$ cat src/include/t16wm_regs.svh
// Register indices, field positions, reset values and mode codes of the waveform timer.
`ifndef T16WM_REGS_SVH
`define T16WM_REGS_SVH

// Register indices; the byte address is four times the index.
`define T16WM_IDX_CTRL_A   10'h080
`define T16WM_IDX_CTRL_B   10'h081
`define T16WM_IDX_COUNT    10'h084
`define T16WM_IDX_CAPTURE  10'h086
`define T16WM_IDX_CMP_A    10'h088
`define T16WM_IDX_CMP_B    10'h08A
`define T16WM_IDX_STATUS   10'h090

// Field positions in the first control register.
`define T16WM_COM_A_HI     7
`define T16WM_COM_A_LO     6
`define T16WM_COM_B_HI     5
`define T16WM_COM_B_LO     4
`define T16WM_WGM_LO_HI    1
`define T16WM_WGM_LO_LO    0
// Field position of the high mode bits in the second control register.
`define T16WM_WGM_HI_HI    4
`define T16WM_WGM_HI_LO    3
// Overflow flag bit in the status register.
`define T16WM_OVF_BIT      0

// Writable bits of the first control register; bits 3:2 always read zero.
`define T16WM_CTRL_A_WMASK 8'hF3
`define T16WM_CTRL_A_RST   8'h00
`define T16WM_WGM_HI_RST   2'h0

// Counter values.
`define T16WM_BOTTOM       16'h0000
`define T16WM_MAX          16'hFFFF
`define T16WM_ONE          16'h0001
`define T16WM_TOP_8BIT     16'h00FF
`define T16WM_TOP_9BIT     16'h01FF
`define T16WM_TOP_10BIT    16'h03FF

// Waveform mode codes.
`define T16WM_M_NORMAL     4'h0
`define T16WM_M_PC8        4'h1
`define T16WM_M_PC9        4'h2
`define T16WM_M_PC10       4'h3
`define T16WM_M_CTC_CMP    4'h4
`define T16WM_M_FAST8      4'h5
`define T16WM_M_FAST9      4'h6
`define T16WM_M_FAST10     4'h7
`define T16WM_M_PFC_CAP    4'h8
`define T16WM_M_PFC_CMP    4'h9
`define T16WM_M_PC_CAP     4'hA
`define T16WM_M_PC_CMP     4'hB
`define T16WM_M_CTC_CAP    4'hC
`define T16WM_M_FAST_CAP   4'hE
`define T16WM_M_FAST_CMP   4'hF

// Output mode codes of a compare channel.
`define T16WM_COM_OFF      2'h0
`define T16WM_COM_TOGGLE   2'h1
`define T16WM_COM_CLEAR    2'h2
`define T16WM_COM_SET      2'h3

`endif

$ cat src/include/t16wm_pkg.sv
// Types and helper functions shared by the waveform timer modules.
`default_nettype none
`include "t16wm_regs.svh"
package t16wm_pkg;

	// Counting family selected by the waveform mode.
	typedef enum logic [2:0] {T16WM_NORMAL, T16WM_CTC, T16WM_FAST, T16WM_PC, T16WM_PFC} t16wm_class_t;

	// One Avalon-MM request as seen by the slave.
	typedef struct packed {
		logic        rd;
		logic        wr;
		logic [11:0] addr;
		logic [3:0]  be;
		logic [31:0] wdata;
	} t16wm_bus_req_t;

	// Maps a 4-bit waveform mode onto its counting family; the reserved code counts normally.
	function automatic t16wm_class_t t16wm_class_of(input logic [3:0] mode);
		case (mode)
			`T16WM_M_CTC_CMP, `T16WM_M_CTC_CAP: return T16WM_CTC;
			`T16WM_M_FAST8, `T16WM_M_FAST9, `T16WM_M_FAST10,
			`T16WM_M_FAST_CAP, `T16WM_M_FAST_CMP: return T16WM_FAST;
			`T16WM_M_PC8, `T16WM_M_PC9, `T16WM_M_PC10,
			`T16WM_M_PC_CAP, `T16WM_M_PC_CMP: return T16WM_PC;
			`T16WM_M_PFC_CAP, `T16WM_M_PFC_CMP: return T16WM_PFC;
			default: return T16WM_NORMAL;
		endcase
	endfunction

	// Merges the two low byte lanes of a write into a 16-bit register.
	function automatic logic [15:0] t16wm_merge16(input logic [15:0] old, input logic [31:0] wd,
		input logic [3:0] be);
		return {be[1] ? wd[15:8] : old[15:8], be[0] ? wd[7:0] : old[7:0]};
	endfunction

endpackage
`default_nettype wire

$ cat src/t16wm_top.sv
// Waveform mode control of a 16-bit timer with two compare output channels.
//
// Summary of operation
// - Control register: channel A mode, low mode bits.
// - Channel B output mode in bits 5:4.
// - Nonzero output mode takes the pin over, except a refused toggle.
// - Pin driver enabled only by direction bit.
// - Non-PWM codes: off, toggle, clear, set on match.
// - Fast code 2: clear on match, set at bottom.
// - Fast code 3: set on match, clear at bottom.
// - Fast toggle only channel A, modes 14, 15.
// - Fast codes 2, 3: match at TOP ignored, bottom action kept.
// - Dual toggle only channel A, modes 9, 11.
// - Dual code 2: clear up, set down.
// - Dual code 3: set up, clear down.
// - Four mode bits pick sequence, TOP, waveform.
// - Normal and clear-on-match: immediate update, flag at MAX.
// - Phase correct: update at TOP, flag at BOTTOM.
// - Fast PWM: update at BOTTOM, flag at TOP.
// - Frequency correct: update and flag at BOTTOM.
// - High mode bits sit in second control register.
// - Dual slope counts up to TOP, then down.
`default_nettype none
`include "t16wm_regs.svh"
module t16wm_top
	import t16wm_pkg::*;
(
	// Clock and reset.
	input  wire logic        SYS_CLK_I,
	input  wire logic        RESET_I,
	// Avalon-MM slave.
	input  wire logic [11:0] AVS_ADDRESS_I,
	input  wire logic        AVS_READ_I,
	input  wire logic        AVS_WRITE_I,
	input  wire logic [3:0]  AVS_BYTEENABLE_I,
	input  wire logic [31:0] AVS_WRITEDATA_I,
	output logic      [31:0] AVS_READDATA_O,
	output logic             AVS_WAITREQUEST_O,
	// Timer clock enable from the prescaler.
	input  wire logic        TIMER_CLK_EN_I,
	// Port function of the two pins.
	input  wire logic        CHAN_A_DDR_I,
	input  wire logic        CHAN_A_PORT_I,
	input  wire logic        CHAN_B_DDR_I,
	input  wire logic        CHAN_B_PORT_I,
	// Pin drive.
	output logic             CHAN_A_WAVE_OUT_O,
	output logic             CHAN_A_WAVE_OE_O,
	output logic             CHAN_B_WAVE_OUT_O,
	output logic             CHAN_B_WAVE_OE_O,
	// Timer state.
	output logic             OVERFLOW_FLAG_O,
	output logic      [15:0] COUNTER_VALUE_O
);

	t16wm_bus_req_t req;              // Bundled bus request.
	logic          ack_ff;            // High in the cycle the request is accepted.
	logic [31:0]   rdata_ff;          // Read data register.
	logic [7:0]    ctrl_a_ff;         // First control register.
	logic [1:0]    wgm_hi_ff;         // High waveform mode bits.
	logic [15:0]   cnt_ff;            // Counter value.
	logic          down_ff;           // Counting downward.
	logic [15:0]   cmp_a_buf_ff;      // Compare A as written by software.
	logic [15:0]   cmp_b_buf_ff;      // Compare B as written by software.
	logic [15:0]   cmp_a_ff;          // Compare A in use.
	logic [15:0]   cmp_b_ff;          // Compare B in use.
	logic [15:0]   cap_ff;            // Capture value, software loaded.
	logic          ovf_ff;            // Overflow flag.
	logic          pin_a_ff;          // Registered pin A level.
	logic          pin_b_ff;          // Registered pin B level.
	logic          oe_a_ff;           // Registered pin A enable.
	logic          oe_b_ff;           // Registered pin B enable.
	logic [15:0]   nxt_cnt;           // Next counter value.
	logic          nxt_down;          // Next count direction.
	logic          wave_a;            // Channel A waveform.
	logic          wave_b;            // Channel B waveform.
	logic          conn_a;            // Channel A owns its pin.
	logic          conn_b;            // Channel B owns its pin.

	assign req = '{rd: AVS_READ_I, wr: AVS_WRITE_I, addr: AVS_ADDRESS_I,
		be: AVS_BYTEENABLE_I, wdata: AVS_WRITEDATA_I};

	// Address decode on the word index.
	wire [9:0] idx      = req.addr[11:2];
	wire       sel_ctla = idx == `T16WM_IDX_CTRL_A;
	wire       sel_ctlb = idx == `T16WM_IDX_CTRL_B;
	wire       sel_cnt  = idx == `T16WM_IDX_COUNT;
	wire       sel_cap  = idx == `T16WM_IDX_CAPTURE;
	wire       sel_cmpa = idx == `T16WM_IDX_CMP_A;
	wire       sel_cmpb = idx == `T16WM_IDX_CMP_B;
	wire       sel_stat = idx == `T16WM_IDX_STATUS;
	// Every request waits one cycle; the write lands at the accepting edge.
	wire       req_any  = req.rd | req.wr;
	wire       wr_go    = req.wr & ack_ff;
	wire       wr_lo    = wr_go & req.be[0];
	wire       wr_cnt   = wr_go & sel_cnt & (req.be[1] | req.be[0]);
	wire       ovf_clr  = wr_lo & sel_stat & req.wdata[`T16WM_OVF_BIT];
	assign AVS_WAITREQUEST_O = req_any & ~ack_ff;

	// Waveform mode assembled from both control registers.
	wire [3:0]    mode = {wgm_hi_ff, ctrl_a_ff[`T16WM_WGM_LO_HI:`T16WM_WGM_LO_LO]};
	wire t16wm_class_t cls = t16wm_class_of(mode);
	wire [1:0]    com_a = ctrl_a_ff[`T16WM_COM_A_HI:`T16WM_COM_A_LO];
	wire [1:0]    com_b = ctrl_a_ff[`T16WM_COM_B_HI:`T16WM_COM_B_LO];
	wire          dual  = (cls == T16WM_PC) || (cls == T16WM_PFC);

	// TOP source per mode.
	wire [15:0] top_val =
		(mode == `T16WM_M_PC8 || mode == `T16WM_M_FAST8) ? `T16WM_TOP_8BIT :
		(mode == `T16WM_M_PC9 || mode == `T16WM_M_FAST9) ? `T16WM_TOP_9BIT :
		(mode == `T16WM_M_PC10 || mode == `T16WM_M_FAST10) ? `T16WM_TOP_10BIT :
		(mode == `T16WM_M_CTC_CMP || mode == `T16WM_M_PFC_CMP ||
		mode == `T16WM_M_PC_CMP || mode == `T16WM_M_FAST_CMP) ? cmp_a_ff :
		(mode == `T16WM_M_CTC_CAP || mode == `T16WM_M_PFC_CAP ||
		mode == `T16WM_M_PC_CAP || mode == `T16WM_M_FAST_CAP) ? cap_ff :
		`T16WM_MAX;

	// Counter events; each counts only with the timer clock enable.
	wire        tick   = TIMER_CLK_EN_I;
	wire        at_top = cnt_ff == top_val;
	wire        at_bot = cnt_ff == `T16WM_BOTTOM;
	wire        at_max = cnt_ff == `T16WM_MAX;
	wire [15:0] cnt_inc = cnt_ff + `T16WM_ONE;
	wire [15:0] cnt_dec = cnt_ff - `T16WM_ONE;
	// A counter write removes the compare match of that cycle.
	wire        match_a = tick & ~wr_cnt & (cnt_ff == cmp_a_ff);
	wire        match_b = tick & ~wr_cnt & (cnt_ff == cmp_b_ff);
	// At TOP a dual-slope match acts as downward, at BOTTOM as upward.
	wire        eff_down = (down_ff & ~at_bot) | at_top;

	// Compare reload moments per family.
	wire upd_now = (cls == T16WM_NORMAL) || (cls == T16WM_CTC);
	wire upd_ev  = upd_now | (tick & ((cls == T16WM_PC) & at_top |
		((cls == T16WM_FAST) | (cls == T16WM_PFC)) & at_bot));
	// Overflow moments per family.
	wire ovf_set = tick & (upd_now & at_max |
		(cls == T16WM_FAST) & at_top | dual & at_bot);

	// Read multiplexer; unmapped addresses read zero.
	wire [31:0] rd_mux =
		sel_ctla ? {24'h000000, ctrl_a_ff} :
		sel_ctlb ? {24'h000000, 3'h0, wgm_hi_ff, 3'h0} :
		sel_cnt  ? {16'h0000, cnt_ff} :
		sel_cap  ? {16'h0000, cap_ff} :
		sel_cmpa ? {16'h0000, cmp_a_buf_ff} :
		sel_cmpb ? {16'h0000, cmp_b_buf_ff} :
		sel_stat ? {31'h0, ovf_ff} : 32'h00000000;

	// Counter sequence: software write first, then the timer clock enable.
	always_comb
	begin
		nxt_cnt  = cnt_ff;
		nxt_down = down_ff;
		if (wr_cnt)
			nxt_cnt = t16wm_merge16(cnt_ff, req.wdata, req.be);
		else if (tick)
		begin
			if (!dual)
			begin
				nxt_down = 1'b0;
				nxt_cnt  = at_top ? `T16WM_BOTTOM : cnt_inc;
			end
			else if (down_ff && !at_bot)
				nxt_cnt = cnt_dec;
			else if (down_ff)
			begin
				nxt_down = 1'b0;
				nxt_cnt  = cnt_inc;
			end
			else if (at_top)
			begin
				nxt_down = 1'b1;
				nxt_cnt  = cnt_dec;
			end
			else
				nxt_cnt = cnt_inc;
		end
	end

	// Bus handshake and read data capture.
	always_ff @(posedge SYS_CLK_I or posedge RESET_I)
	begin
		if (RESET_I)
		begin
			ack_ff   <= 1'b0;
			rdata_ff <= 32'h00000000;
		end
		else
		begin
			ack_ff <= req_any & ~ack_ff;
			if (req.rd & ~ack_ff)
				rdata_ff <= rd_mux;
		end
	end
	assign AVS_READDATA_O = rdata_ff;

	// Control registers; reserved bits 3:2 are never stored.
	always_ff @(posedge SYS_CLK_I or posedge RESET_I)
	begin
		if (RESET_I)
		begin
			ctrl_a_ff <= `T16WM_CTRL_A_RST;
			wgm_hi_ff <= `T16WM_WGM_HI_RST;
		end
		else
		begin
			if (wr_lo & sel_ctla)
				ctrl_a_ff <= req.wdata[7:0] & `T16WM_CTRL_A_WMASK;
			if (wr_lo & sel_ctlb)
				wgm_hi_ff <= req.wdata[`T16WM_WGM_HI_HI:`T16WM_WGM_HI_LO];
		end
	end

	// Compare buffers, capture value and reload into the active compare values.
	always_ff @(posedge SYS_CLK_I or posedge RESET_I)
	begin
		if (RESET_I)
		begin
			cmp_a_buf_ff <= `T16WM_BOTTOM;
			cmp_b_buf_ff <= `T16WM_BOTTOM;
			cmp_a_ff     <= `T16WM_BOTTOM;
			cmp_b_ff     <= `T16WM_BOTTOM;
			cap_ff       <= `T16WM_BOTTOM;
		end
		else
		begin
			if (wr_go & sel_cmpa)
				cmp_a_buf_ff <= t16wm_merge16(cmp_a_buf_ff, req.wdata, req.be);
			if (wr_go & sel_cmpb)
				cmp_b_buf_ff <= t16wm_merge16(cmp_b_buf_ff, req.wdata, req.be);
			if (wr_go & sel_cap)
				cap_ff <= t16wm_merge16(cap_ff, req.wdata, req.be);
			if (upd_ev)
			begin
				cmp_a_ff <= cmp_a_buf_ff;
				cmp_b_ff <= cmp_b_buf_ff;
			end
		end
	end

	// Counter, direction and overflow flag; a new overflow wins over its clear.
	always_ff @(posedge SYS_CLK_I or posedge RESET_I)
	begin
		if (RESET_I)
		begin
			cnt_ff  <= `T16WM_BOTTOM;
			down_ff <= 1'b0;
			ovf_ff  <= 1'b0;
		end
		else
		begin
			cnt_ff  <= nxt_cnt;
			down_ff <= nxt_down;
			ovf_ff  <= ovf_set | (ovf_ff & ~ovf_clr);
		end
	end

	// Compare channel A.
	t16wm_chan #(.IS_CHAN_A(1'b1)) u_chan_a (
		.clk_i       (SYS_CLK_I),
		.rst_i       (RESET_I),
		.match_i     (match_a),
		.bottom_i    (tick & at_bot),
		.down_i      (eff_down),
		.cmp_top_i   (cmp_a_ff == top_val),
		.cls_i       (cls),
		.mode_i      (mode),
		.com_i       (com_a),
		.wave_o      (wave_a),
		.connected_o (conn_a)
	);

	// Compare channel B.
	t16wm_chan #(.IS_CHAN_A(1'b0)) u_chan_b (
		.clk_i       (SYS_CLK_I),
		.rst_i       (RESET_I),
		.match_i     (match_b),
		.bottom_i    (tick & at_bot),
		.down_i      (eff_down),
		.cmp_top_i   (cmp_b_ff == top_val),
		.cls_i       (cls),
		.mode_i      (mode),
		.com_i       (com_b),
		.wave_o      (wave_b),
		.connected_o (conn_b)
	);

	// Pin stage: waveform replaces the port level, the direction bit enables the driver.
	always_ff @(posedge SYS_CLK_I or posedge RESET_I)
	begin
		if (RESET_I)
		begin
			pin_a_ff <= 1'b0;
			pin_b_ff <= 1'b0;
			oe_a_ff  <= 1'b0;
			oe_b_ff  <= 1'b0;
		end
		else
		begin
			pin_a_ff <= conn_a ? wave_a : CHAN_A_PORT_I;
			pin_b_ff <= conn_b ? wave_b : CHAN_B_PORT_I;
			oe_a_ff  <= CHAN_A_DDR_I;
			oe_b_ff  <= CHAN_B_DDR_I;
		end
	end
	assign CHAN_A_WAVE_OUT_O = pin_a_ff;
	assign CHAN_B_WAVE_OUT_O = pin_b_ff;
	assign CHAN_A_WAVE_OE_O  = oe_a_ff;
	assign CHAN_B_WAVE_OE_O  = oe_b_ff;
	assign OVERFLOW_FLAG_O   = ovf_ff;
	assign COUNTER_VALUE_O   = cnt_ff;
endmodule
`default_nettype wire

$ cat src/t16wm_chan.sv
// One compare output channel: waveform flip-flop and pin connection decision.
`default_nettype none
`include "t16wm_regs.svh"
module t16wm_chan
	import t16wm_pkg::*;
#(
	parameter bit IS_CHAN_A = 1'b1
)
(
	// Clock and reset.
	input  wire logic        clk_i,
	input  wire logic        rst_i,
	// Counter events; match and bottom already qualified by the timer clock enable.
	input  wire logic        match_i,
	input  wire logic        bottom_i,
	input  wire logic        down_i,
	input  wire logic        cmp_top_i,
	// Configuration.
	input  wire t16wm_class_t cls_i,
	input  wire logic [3:0]  mode_i,
	input  wire logic [1:0]  com_i,
	// Results.
	output logic             wave_o,
	output logic             connected_o
);

	logic wave_ff;   // Waveform state of the channel.
	logic nxt_wave;  // Next waveform state.

	// Family decodes.
	wire is_fast = cls_i == T16WM_FAST;
	wire is_dual = (cls_i == T16WM_PC) || (cls_i == T16WM_PFC);
	wire is_pwm  = is_fast || is_dual;
	// Toggle in a PWM family is reserved for channel A, in fast modes 14 and 15 and dual modes 9 and 11.
	wire tog_fast = IS_CHAN_A && ((mode_i == `T16WM_M_FAST_CAP) || (mode_i == `T16WM_M_FAST_CMP));
	wire tog_dual = IS_CHAN_A && ((mode_i == `T16WM_M_PFC_CMP) || (mode_i == `T16WM_M_PC_CMP));
	wire tog_ok   = !is_pwm || (is_fast && tog_fast) || (is_dual && tog_dual);
	// The pin is taken over for any nonzero code except a refused toggle.
	assign connected_o = (com_i != `T16WM_COM_OFF) && !((com_i == `T16WM_COM_TOGGLE) && !tog_ok);
	assign wave_o = wave_ff;

	// Next waveform value from the output mode code and the counting family.
	always_comb
	begin
		nxt_wave = wave_ff;
		case (com_i)
			`T16WM_COM_TOGGLE:
				if (match_i && tog_ok)
					nxt_wave = ~wave_ff;
			`T16WM_COM_CLEAR:
				if (is_fast)
				begin
					// A match wins over BOTTOM, except the ignored match at TOP.
					if (match_i && !cmp_top_i)
						nxt_wave = 1'b0;
					else if (bottom_i)
						nxt_wave = 1'b1;
				end
				else if (is_dual)
				begin
					if (match_i)
						nxt_wave = down_i;
				end
				else if (match_i)
					nxt_wave = 1'b0;
			`T16WM_COM_SET:
				if (is_fast)
				begin
					if (match_i && !cmp_top_i)
						nxt_wave = 1'b1;
					else if (bottom_i)
						nxt_wave = 1'b0;
				end
				else if (is_dual)
				begin
					if (match_i)
						nxt_wave = ~down_i;
				end
				else if (match_i)
					nxt_wave = 1'b1;
			default:
				nxt_wave = wave_ff;
		endcase
	end

	// Waveform register.
	always_ff @(posedge clk_i or posedge rst_i)
	begin
		if (rst_i)
			wave_ff <= 1'b0;
		else
			wave_ff <= nxt_wave;
	end
endmodule
`default_nettype wire

$ cat config.mk
export PLATFORM = sky130hd
export DESIGN_NAME = t16wm_top
export DESIGN_NICKNAME = d
export VERILOG_FILES = /design/src/include/t16wm_pkg.sv /design/src/t16wm_top.sv /design/src/t16wm_chan.sv
export VERILOG_INCLUDE_DIRS = /design/src /design/src/include
export SDC_FILE = /design/constraint.sdc
export NUM_CORES = 1
export LEC_CHECK = 0
export ABC_CLOCK_PERIOD_IN_PS = 6200
export BUFFER_PORTS_ARGS = -buffer_cell sky130_fd_sc_hd__buf_2
export CELL_PAD_IN_SITES_DETAIL_PLACEMENT = 1
export CELL_PAD_IN_SITES_GLOBAL_PLACEMENT = 2
export CORE_ASPECT_RATIO = 0.9
export CORE_UTILIZATION = 37
export CTS_CLUSTER_SIZE = 10
export DETAILED_ROUTE_END_ITERATION = 8
export PLACE_DENSITY_LB_ADDON = 0.1
export RECOVER_POWER = 100
export SLEW_MARGIN = 20
export SYNTH_ARGS = -nofsm -noshare
export SYNTH_HDL_FRONTEND = slang
export SYNTH_HIERARCHICAL = 1
export SYNTH_SLANG_ARGS = --single-unit
$ cat constraint.sdc
create_clock -name SYS_CLK_I -period 6.2 [get_ports SYS_CLK_I]
set_clock_uncertainty 0.15 [all_clocks]
set_input_delay 1.86 -clock SYS_CLK_I [delete_from_list [all_inputs] [get_ports SYS_CLK_I]]
set_output_delay 1.86 -clock SYS_CLK_I [all_outputs]
set_load 0.02 [all_outputs]
==> results.md, run 1 <==
* Run status: finished, violations left
* Violations in the final reports: capacitance limit, slew limit
* Pre-CTS worst setup slack at 1.05 ns
* Final standard cell utilization of the core at 0.426
* Mapped Avg Cell Area at roughly 9 um^2
* First-pass detailed-route iteration total at 6
* Initial Util at 0.378
* Maximum number of pins on one net before global-route repair at between 100 and 150
* Post-synth EDFFs at 0
* Class of the tightest hold or removal check: reg -> reg
* Reg clk slew, reported paths at approximately 0.07 ns
* Synthesized cell area at around 8800 um^2
* CTS HTree Levels at 4
* Beginning of the worst hold path: AVS_READDATA_O[8]
* Leakage at between 4 and 5 nW
* Worst hold slack across all endpoints at 0.328 ns
* Maximum resistive drop on vdd at 0.000161 V
* Filler cell count at around 2700
* Area share of fa/ha/maj cells after synthesis at 0.00990
* Proportion of power drawn by flip-flops and latches at 0.392
* Sink Count at 129
* Startpoint of the worst register-to-register path: wgm_hi_ff[0]
* Endpoint type of the worst setup path: flip-flop
* Postcts setup bufs at 0
* Max Fanout on Critical Path at 19
* Share of total power in the clock network at 0.416
* Site row count at 53
* Number of hold-slack violations in the final timing report at 0
* Endpoint required time on the critical path at approximately 6.4 ns
* Number of warnings issued by yosys at 6
* Overall routing resource usage at 0.288
* First-pass GRT wire length at 51400 um
* Post-synthesis cell count at around 960
* Total DRC errors in the routed layout at 0
* Switching share of power at 0.356
* Top-Level Pins at 111
* Port Buffer Count at 74
* Crit-path leading delay family: simple AND/OR/NAND/NOR gates
* Final Setup Violations at 0
* Multiplexer area fraction after synthesis at 0.120
* Combinational cell fraction of total power at 0.192
* Series of cell instances along the critical path: clkbuf_1 -> or4b_2 -> a21oi_1 -> o32ai_1 -> nor4_1 -> nand2_1 -> nor4_1 -> a211oi_1 -> or2_0 -> a211o_1
* Most used DFF post-synth: dfrtp_1
* Most used standard cells in the synthesized netlist: 129 x dfrtp_1, 91 x mux2_2, 72 x nor2_1
* Biggest area consumer among synthesized cells: dfrtp_1
* Post-detailed-routing wire length at approximately 34000 um
* Crit. Startpoint: wgm_hi_ff[0]
* Detail-routed net length per standard cell at ~26 um
* FFs w/ async S/R, synth at 1.00
* First-iteration detailed-routing DRC count at ~600
* Max stage delay on crit path at approximately 1.2 ns
* Total internal power at approximately 1.6 mW
* Most used cell, CP: nor4_1
* Critical path class: reg -> reg
* Area fraction in compound gates after synthesis at 0.200
* Most common cell in the synthesized netlist: dfrtp_1
* Part of the cycle the worst path needs at 0.887
* Combinational family with the most area after synthesis: compound AO/OA/AOI/OAI gates
* Initial antenna violation count at 0
* Maximum root-to-sink buffer count at 2
* DP Wirelength at around 25000 um
* Sequential element share of the synthesized area at 0.365
* Number of global-route vias before repair at 8031
* Startpoint class of the critical path: flip-flop
* Num CTS Buffers at 17
* Remaining antenna violation count at 0
* Global-route congestion overflow total at 0
* Count of unique library cells instantiated by Yosys at 83
* Highest attainable clock frequency at between 150 and 200 MHz
* Post-CTS Hold Buffers at 0
* Shortest clock period the worst path allows after layout at 5.50 ns
* Die Height at 149 um
* Core ar. at roughly 23000 um^2
* Via Count at 8144
* Via density per instance at between 6 and 7
* Number of nets in the final layout at about 1100
* Slew Limit Headroom at -0.278
* Clock root buffer: clkbuf_16
* Areal power density over the cells at about 250 nW/um^2
* CTS tree: done
* Cell at the slowest stage of the critical path: nor4_1
* Worst Tran Pin Value at between 1.5 and 2 ns
* N_diodes at 0
* Synth Register Bits at 129
* Number of max-slew violations in the final report at ~100
* Fraction of the mapped netlist area in simple logic gates at 0.188
* Number of maximum-capacitance violations at 3
* Worst setup slack after layout at around 0.7 ns
* Fraction of layout cells with a size suffix above 1 at 0.190
* Fraction of post-synthesis cell area in the top cell type by area at 0.365
* Buf/Inv on CP at 1
* RSZ-0062 raised after global routing: no
* Share of the synthesized netlist area taken by xor and xnor gates at 0.0574
* Final total negative setup slack at 0 ns
* Clock Latency Late Sink at 0.43 ns
* GPL Wtd Cong at roughly 0.9
* Die Width at ~160 um
* Main area contributors after synthesis: dfrtp_1 36%, mux2_2 12%, xor2_1 3.7%, a21oi_1 3.1%, nor2_1 3.1%
* Number of cells upsized or downsized after cts at 0
* Sw power at 0.883 mW
* Arrival time worst endpoint at about 5.7 ns
* Growth of design area from synthesis to finish at 12.7%
* Die Area at around 25000 um^2
[metal layers]
layer / GRT usage / wire [um] / vias up
met2: 0.427 / 15000 / 296
li1: - / - / 3681
met3: 0.0583 / 2100 / 51
met4: 0.105 / 1070 / 0
met5: 0 / 0 / -
met1: 0.411 / 15900 / 4116
[per-stage QoR]
| stage | power, mW | instance area, um^2 | std cells |
|---|---|---|---|
| after global routing | 2.57 | 9970 | 1335 |
| after floorplan | 1.27 | 8900 | 976 |
| after CTS | 2.50 | 10100 | 1334 |
| after global placement | 1.47 | 9500 | 1302 |
| final | 2.48 | 9970 | 1335 |
| after detailed placement | 1.47 | 9500 | 1302 |
[path summary, 6_finish.rpt]
path	cells past startpoint	end	slack, ns
hold reg to reg	1	AVS_READDATA_O[8]	0.33
setup / recovery	10	COUNTER_VALUE_O[12]	0.70
setup reg to reg	10	COUNTER_VALUE_O[12]	0.70
max in group asynchronous	4	cmp_a_buf_ff[14]	1.25
min in group asynchronous	2	u_chan_a/wave_o	1.14
hold / removal	1	AVS_READDATA_O[8]	0.33
[power by group through the flow]
| stage | registers [mW] | clock network, mW | logic, mW |
|---|---|---|---|
| after floorplan | 0.949 | 0 | 0.320 |
| after global placement | 0.983 | 0 | 0.484 |
| after detailed placement | 0.981 | 0 | 0.485 |
| after CTS | 0.965 | 1.05 | 0.488 |
| after global routing | 0.976 | 1.08 | 0.517 |
| final | 0.971 | 1.03 | 0.476 |
[layout make-up]
cell class | instances | area [um^2] | area share
clock buffers | 18 | 439 | 0.0441
flip-flops and latches | 129 | 3230 | 0.324
inverters | 39 | 148 | 0.0148
multi-input cells | 730 | 5140 | 0.516
clock inverters | 14 | 144 | 0.0144
repair buffers | 103 | 489 | 0.0491
well taps | 302 | 378 | 0.0379
[worst reg2reg max path: stages, from the launching register on]
cell and delay, ns:
dfrtp_1 0.80, clkbuf_1 0.67, or4b_2 0.66, a21oi_1 0.22
o32ai_1 0.12, nor4_1 0.46, nand2_1 0.27, nor4_1 1.18
a211oi_1 0.31, or2_0 0.31, a211o_1 0.25
[cell families after synthesis]
logic type | count (synthesis)
other | 1
adders and majority gates | 7
and+or+nand+nor | 304
xor gates and xnor gates | 58
muxes | 95
DFF | 129
AOI/OAI and AO/OA | 250
buffers and inverters | 117
[state kept, by name (all words and copies together) (netlist names), 2 cells and up]
name,count
AVS_READDATA_O,16
cmp_b_buf_ff,16
cmp_a_buf_ff,16
ctrl_a_ff,6
cmp_a_ff,16
cap_ff,16
COUNTER_VALUE_O,16
cmp_b_ff,16
wgm_hi_ff,2
[cell usage in the layout (no fill, tap or decap), types with 7 or more instances in the layout]
master,instances
nand3_1,23
xor2_1,37
a31oi_1,14
clkbuf_16,17
nand4_1,15
and3_1,16
dfrtp_1,129
inv_1,38
conb_1,16
ha_1,7
nor4_1,22
o22ai_1,14
buf_2,40
nor3_1,26
clkbuf_1,47
o31ai_1,9
mux2_2,91
nor2_1,72
o211ai_1,8
buf_4,13
a21o_1,13
or3_1,7
a222oi_1,17
nand2b_1,19
a21oi_1,55
or4_1,7
a21boi_0,7
a22oi_1,7
xnor2_1,21
o21ai_0,34
nand2_1,53
o32ai_1,10
Note: power is estimated with default switching activity, not from simulation.
==> inputs of run 2 (changes only) <==
--- a/config.mk
+++ b/config.mk
@@ -19,5 +19,4 @@
 export SLEW_MARGIN = 20
 export SYNTH_ARGS = -nofsm -noshare
 export SYNTH_HDL_FRONTEND = slang
-export SYNTH_HIERARCHICAL = 1
 export SYNTH_SLANG_ARGS = --single-unit
==> run 2 against run 1 <==
The run ends with DRC, capacitance limit, slew limit left. Via count decreased by 7.9%. Hold slack improved by 0.0035 ns. Global-route usage fell by 0.48 points. Synthesized cell count fell by 6.5%. Routed wire length shrank 5.4%. Core utilization shrank 0.76 points. Total power barely moved. Maximum frequency up 5.7%. Sequential share of layout area up 2.0 points. Sequential power increased by 4%.
==> results.md, run 2 <==
* Run status: finished, violations left
* Violations in the final reports: DRC, capacitance limit, slew limit
* Growth of design area from synthesis to finish at 11.1%
* CTS HTree Levels at 4 (unchanged)
* Series of cell instances along the critical path: buf_2 -> nor3b_1 -> nand2_1 -> nor4bb_1 -> and2_0 -> mux2_2
* Grt met2 use at 0.444 (+0.0163)
* RSZ-0062 raised after global routing: no
* Clock Latency Late Sink at 0.43 ns (about the same)
* Areal power density over the cells at 264 nW/um^2 (+6.2%)
* Sink Count at 129 (unchanged)
* Multi-input combinational cell area at 4680 um^2 (-9.1%)
* CTS tree: done
* Number of cells upsized or downsized after cts at 0 (unchanged)
* Synthesized cell area at 8450 um^2 (-4.5%)
* Maximum resistive drop on vdd at 0.000166 V (+3.1%)
* Leading cell types in the layout, fill and taps excluded: 129 x dfrtp_1, 88 x nand2_1, 68 x o21ai_0, 67 x mux2_2, 56 x nor2_1
* Crit. Startpoint: AVS_ADDRESS_I[7]
* Area fraction in compound gates after synthesis at 0.187 (-0.0127)
* Beginning of the worst hold path: AVS_READDATA_O[12]
* First-iteration detailed-routing DRC count at 573 (-6.5%)
* N_diodes at 0 (unchanged)
* Most used standard cells in the synthesized netlist: 129 x dfrtp_1, 87 x nand2_1, 69 x o21ai_0
* Critical path class: in -> reg
* Slew Limit Headroom at -0.456 (-0.178)
* Startpoint class of the critical path: input pin
* Post-detailed-routing wire length at 32200 um (-5.4%)
* Num CTS Buffers at 17 (unchanged)
* Initial Util at 0.376 (-0.00153)
* Multiplexer area fraction after synthesis at 0.136 (+0.0154)
* Die Height at 145 um (-2.2%)
* Most used DFF post-synth: dfrtp_1
* Number of maximum-capacitance violations at 4 (+1)
* Sequential element share of the synthesized area at 0.382 (+0.0172)
* Number of global-route vias before repair at 7855 (-2.2%)
* First-pass detailed-route iteration total at 8 (+2)
* Number of hold-slack violations in the final timing report at 0 (unchanged)
* First-pass GRT wire length at 49400 um (-3.9%)
* Via Count at 7501 (-7.9%)
* Class of the tightest hold or removal check: reg -> reg
* Total DRC errors in the routed layout at 1 (+1)
* Part of the cycle the worst path needs at 0.839 (-0.0482)
* Fraction of the mapped netlist area in simple logic gates at 0.163 (-0.0253)
* Count of unique library cells instantiated by Yosys at 81 (-2.4%)
* Most common library cell in the layout ignoring fill and taps: dfrtp_1
* Cell at the slowest stage of the critical path: nor4bb_1
* GPL Wtd Cong at 0.894 (+1.5%)
* Maximum root-to-sink buffer count at 2 (unchanged)
* Postcts setup bufs at 0 (unchanged)
* Post-synth EDFFs at 0 (unchanged)
* Power Total at 2.48 mW (about the same)
* Mapped Avg Cell Area at 9.40 um^2 (+2.1%)
* Final Setup Violations at 0 (unchanged)
* Arrival time worst endpoint at 5.36 ns (-0.31 ns)
* Leakage at 4.06 nW (-7.7%)
* Die Width at 161 um (-2.2%)
* Clock root buffer: clkbuf_16
* Site row count at 52 (-1.9%)
* Global-route congestion overflow total at 0 (unchanged)
* Endpoint type of the worst setup path: flip-flop
* Max stage delay on crit path at 1.64 ns (+0.46 ns)
* Post-synthesis cell count at 899 (-6.5%)
* Share of the synthesized netlist area taken by xor and xnor gates at 0.0672 (+0.00981)
* Via density per instance at 5.97 (-2.2%)
* Filler cell count at 2607 (-4.4%)
* Reg clk slew, reported paths at 0.06 ns (about the same)
* FFs w/ async S/R, synth at 1.00 (unchanged)
* Met3 GRT Util at 0.0507 (-0.00756)
* Number of warnings issued by yosys at 0 (-6)
* Core ar. at 22400 um^2 (-4.1%)
* Synth Register Bits at 129 (unchanged)
* Fraction of post-synthesis cell area in the top cell type by area at 0.382 (+0.0172)
* Fraction of layout cells with a size suffix above 1 at 0.169 (-0.0210)
* Met1 global-route usage at 0.393 (-0.0175)
* Shortest clock period the worst path allows after layout at 5.20 ns (-0.299 ns)
* Worst Tran Pin Value at 2.18 ns (+0.278 ns)
* Biggest area consumer among synthesized cells: dfrtp_1
* Post-CTS Hold Buffers at 0 (unchanged)
* Endpoint required time on the critical path at 6.36 ns (about the same)
* Area share of fa/ha/maj cells after synthesis at 0.00296 (-0.00694)
* DP Wirelength at 23600 um (-4.6%)
* Maximum number of pins on one net before global-route repair at 102 (unchanged)
* Highest attainable clock frequency at 192 MHz (+5.7%)
* Most common cell in the synthesized netlist: dfrtp_1
* Overall routing resource usage at 0.283 (-0.00480)
* Main area contributors after synthesis: dfrtp_1 38%, mux2_2 9.1%, o21ai_0 4.1%, nand2_1 3.9%, xor2_1 3.7%
* Startpoint of the worst register-to-register path: ctrl_a_ff[0]
* Die Area at 23400 um^2 (-4.4%)
* Port Buffer Count at 74 (unchanged)
* Final total negative setup slack at 0 ns (unchanged)
* Top-Level Pins at 111 (unchanged)
* Buf/Inv on CP at 1 (unchanged)
* Detail-routed net length per standard cell at 25.7 um (+0.49%)
* Remaining antenna violation count at 0 (unchanged)
* Max Fanout on Critical Path at 9 (-10)
* Global route hottest layer: met2
* Combinational family with the most area after synthesis: compound AO/OA/AOI/OAI gates
* Number of nets in the final layout at 1006 (-7.2%)
* Number of max-slew violations in the final report at 151 (+45%)
* Crit-path leading delay family: simple AND/OR/NAND/NOR gates
* Storage element area at 3230 um^2 (unchanged)
* Initial antenna violation count at 0 (unchanged)
-- run 2: cell count changes after synthesis, moves of 9 or more --
cell | before | now
mux2_4 | 0 | 13
mux2i_1 | 4 | 13
nor2_1 | 72 | 56
mux2_2 | 91 | 68
nand2_1 | 53 | 87
o22ai_1 | 14 | 26
a221oi_1 | 2 | 16
a21oi_1 | 55 | 23
a31oi_1 | 15 | 2
and3_1 | 16 | 5
o21ai_0 | 33 | 69
a21o_1 | 13 | 2
-- run 2: path summary, 6_finish.rpt --
path                                 endpoint  slack, ns  cells after the start
hold / removal             AVS_READDATA_O[12]       0.33                      2
min in group asynchronous    CHAN_A_WAVE_OE_O       1.93                      2
max in group asynchronous     cmp_a_buf_ff[8]       1.33                      3
setup / recovery                   cap_ff[11]        1.0                      6
setup reg to reg           COUNTER_VALUE_O[5]       1.04                     10
hold reg to reg            AVS_READDATA_O[12]       0.33                      2
-- run 2: where the power goes --
group          total (mW)  leakage, nW  internal [mW]  switching, mW
combinational       0.477         2.04          0.164          0.313
sequential           1.01         1.75          0.875          0.131
clock               0.997        0.263          0.568          0.428
-- run 2: area by class of cell --
| type | count | share of cell area |
|---|---|---|
| multi-input combinational | 676 | 0.498 |
| sequential | 129 | 0.344 |
| clock buffer | 19 | 0.0472 |
| timing repair buffer | 88 | 0.0432 |
| tap | 297 | 0.0396 |
| inverter | 35 | 0.0144 |
| clock inverter | 13 | 0.0137 |
-- run 2: cells by family (layout without fill, tap and decap cells) --
kind of cell | after synthesis | after routing
simple gates | 271 | 271
buf+inv | 109 | 155
fa+ha+maj | 2 | 2
compound gates | 226 | 226
flops | 129 | 129
xor+xnor | 64 | 64
other cells | 1 | 16
mux | 97 | 97
-- run 2: routing by layer --
layer	vias to the layer above	routed length, um	share of wire
met2	260	14800	0.46
met4	0	922	0.029
met1	3822	15000	0.46
li1	3365	-	-
met5	-	0	0
met3	54	1590	0.049
-- run 2: worst min-delay path: stages, from the launching register on --
cell     delay [ns]
dfrtp_1        0.34
nand2_1        0.05
o21ai_0        0.06
-- run 2: metrics by stage --
step | hold slack, ns | area [um^2] | std cells | worst slack (ns) | utilization
final | 0.332 | 9390 | 1257 | 0.997 | 0.418
after CTS | 0.329 | 9550 | 1257 | 1.53 | 0.426
after global routing | 0.369 | 9390 | 1257 | 0.681 | 0.418
after global placement | 0.310 | 8980 | 1225 | 1.22 | 0.400
after floorplan | 0.310 | 8510 | 914 | 0.749 | -
after detailed placement | 0.315 | 8980 | 1225 | 1.09 | 0.400
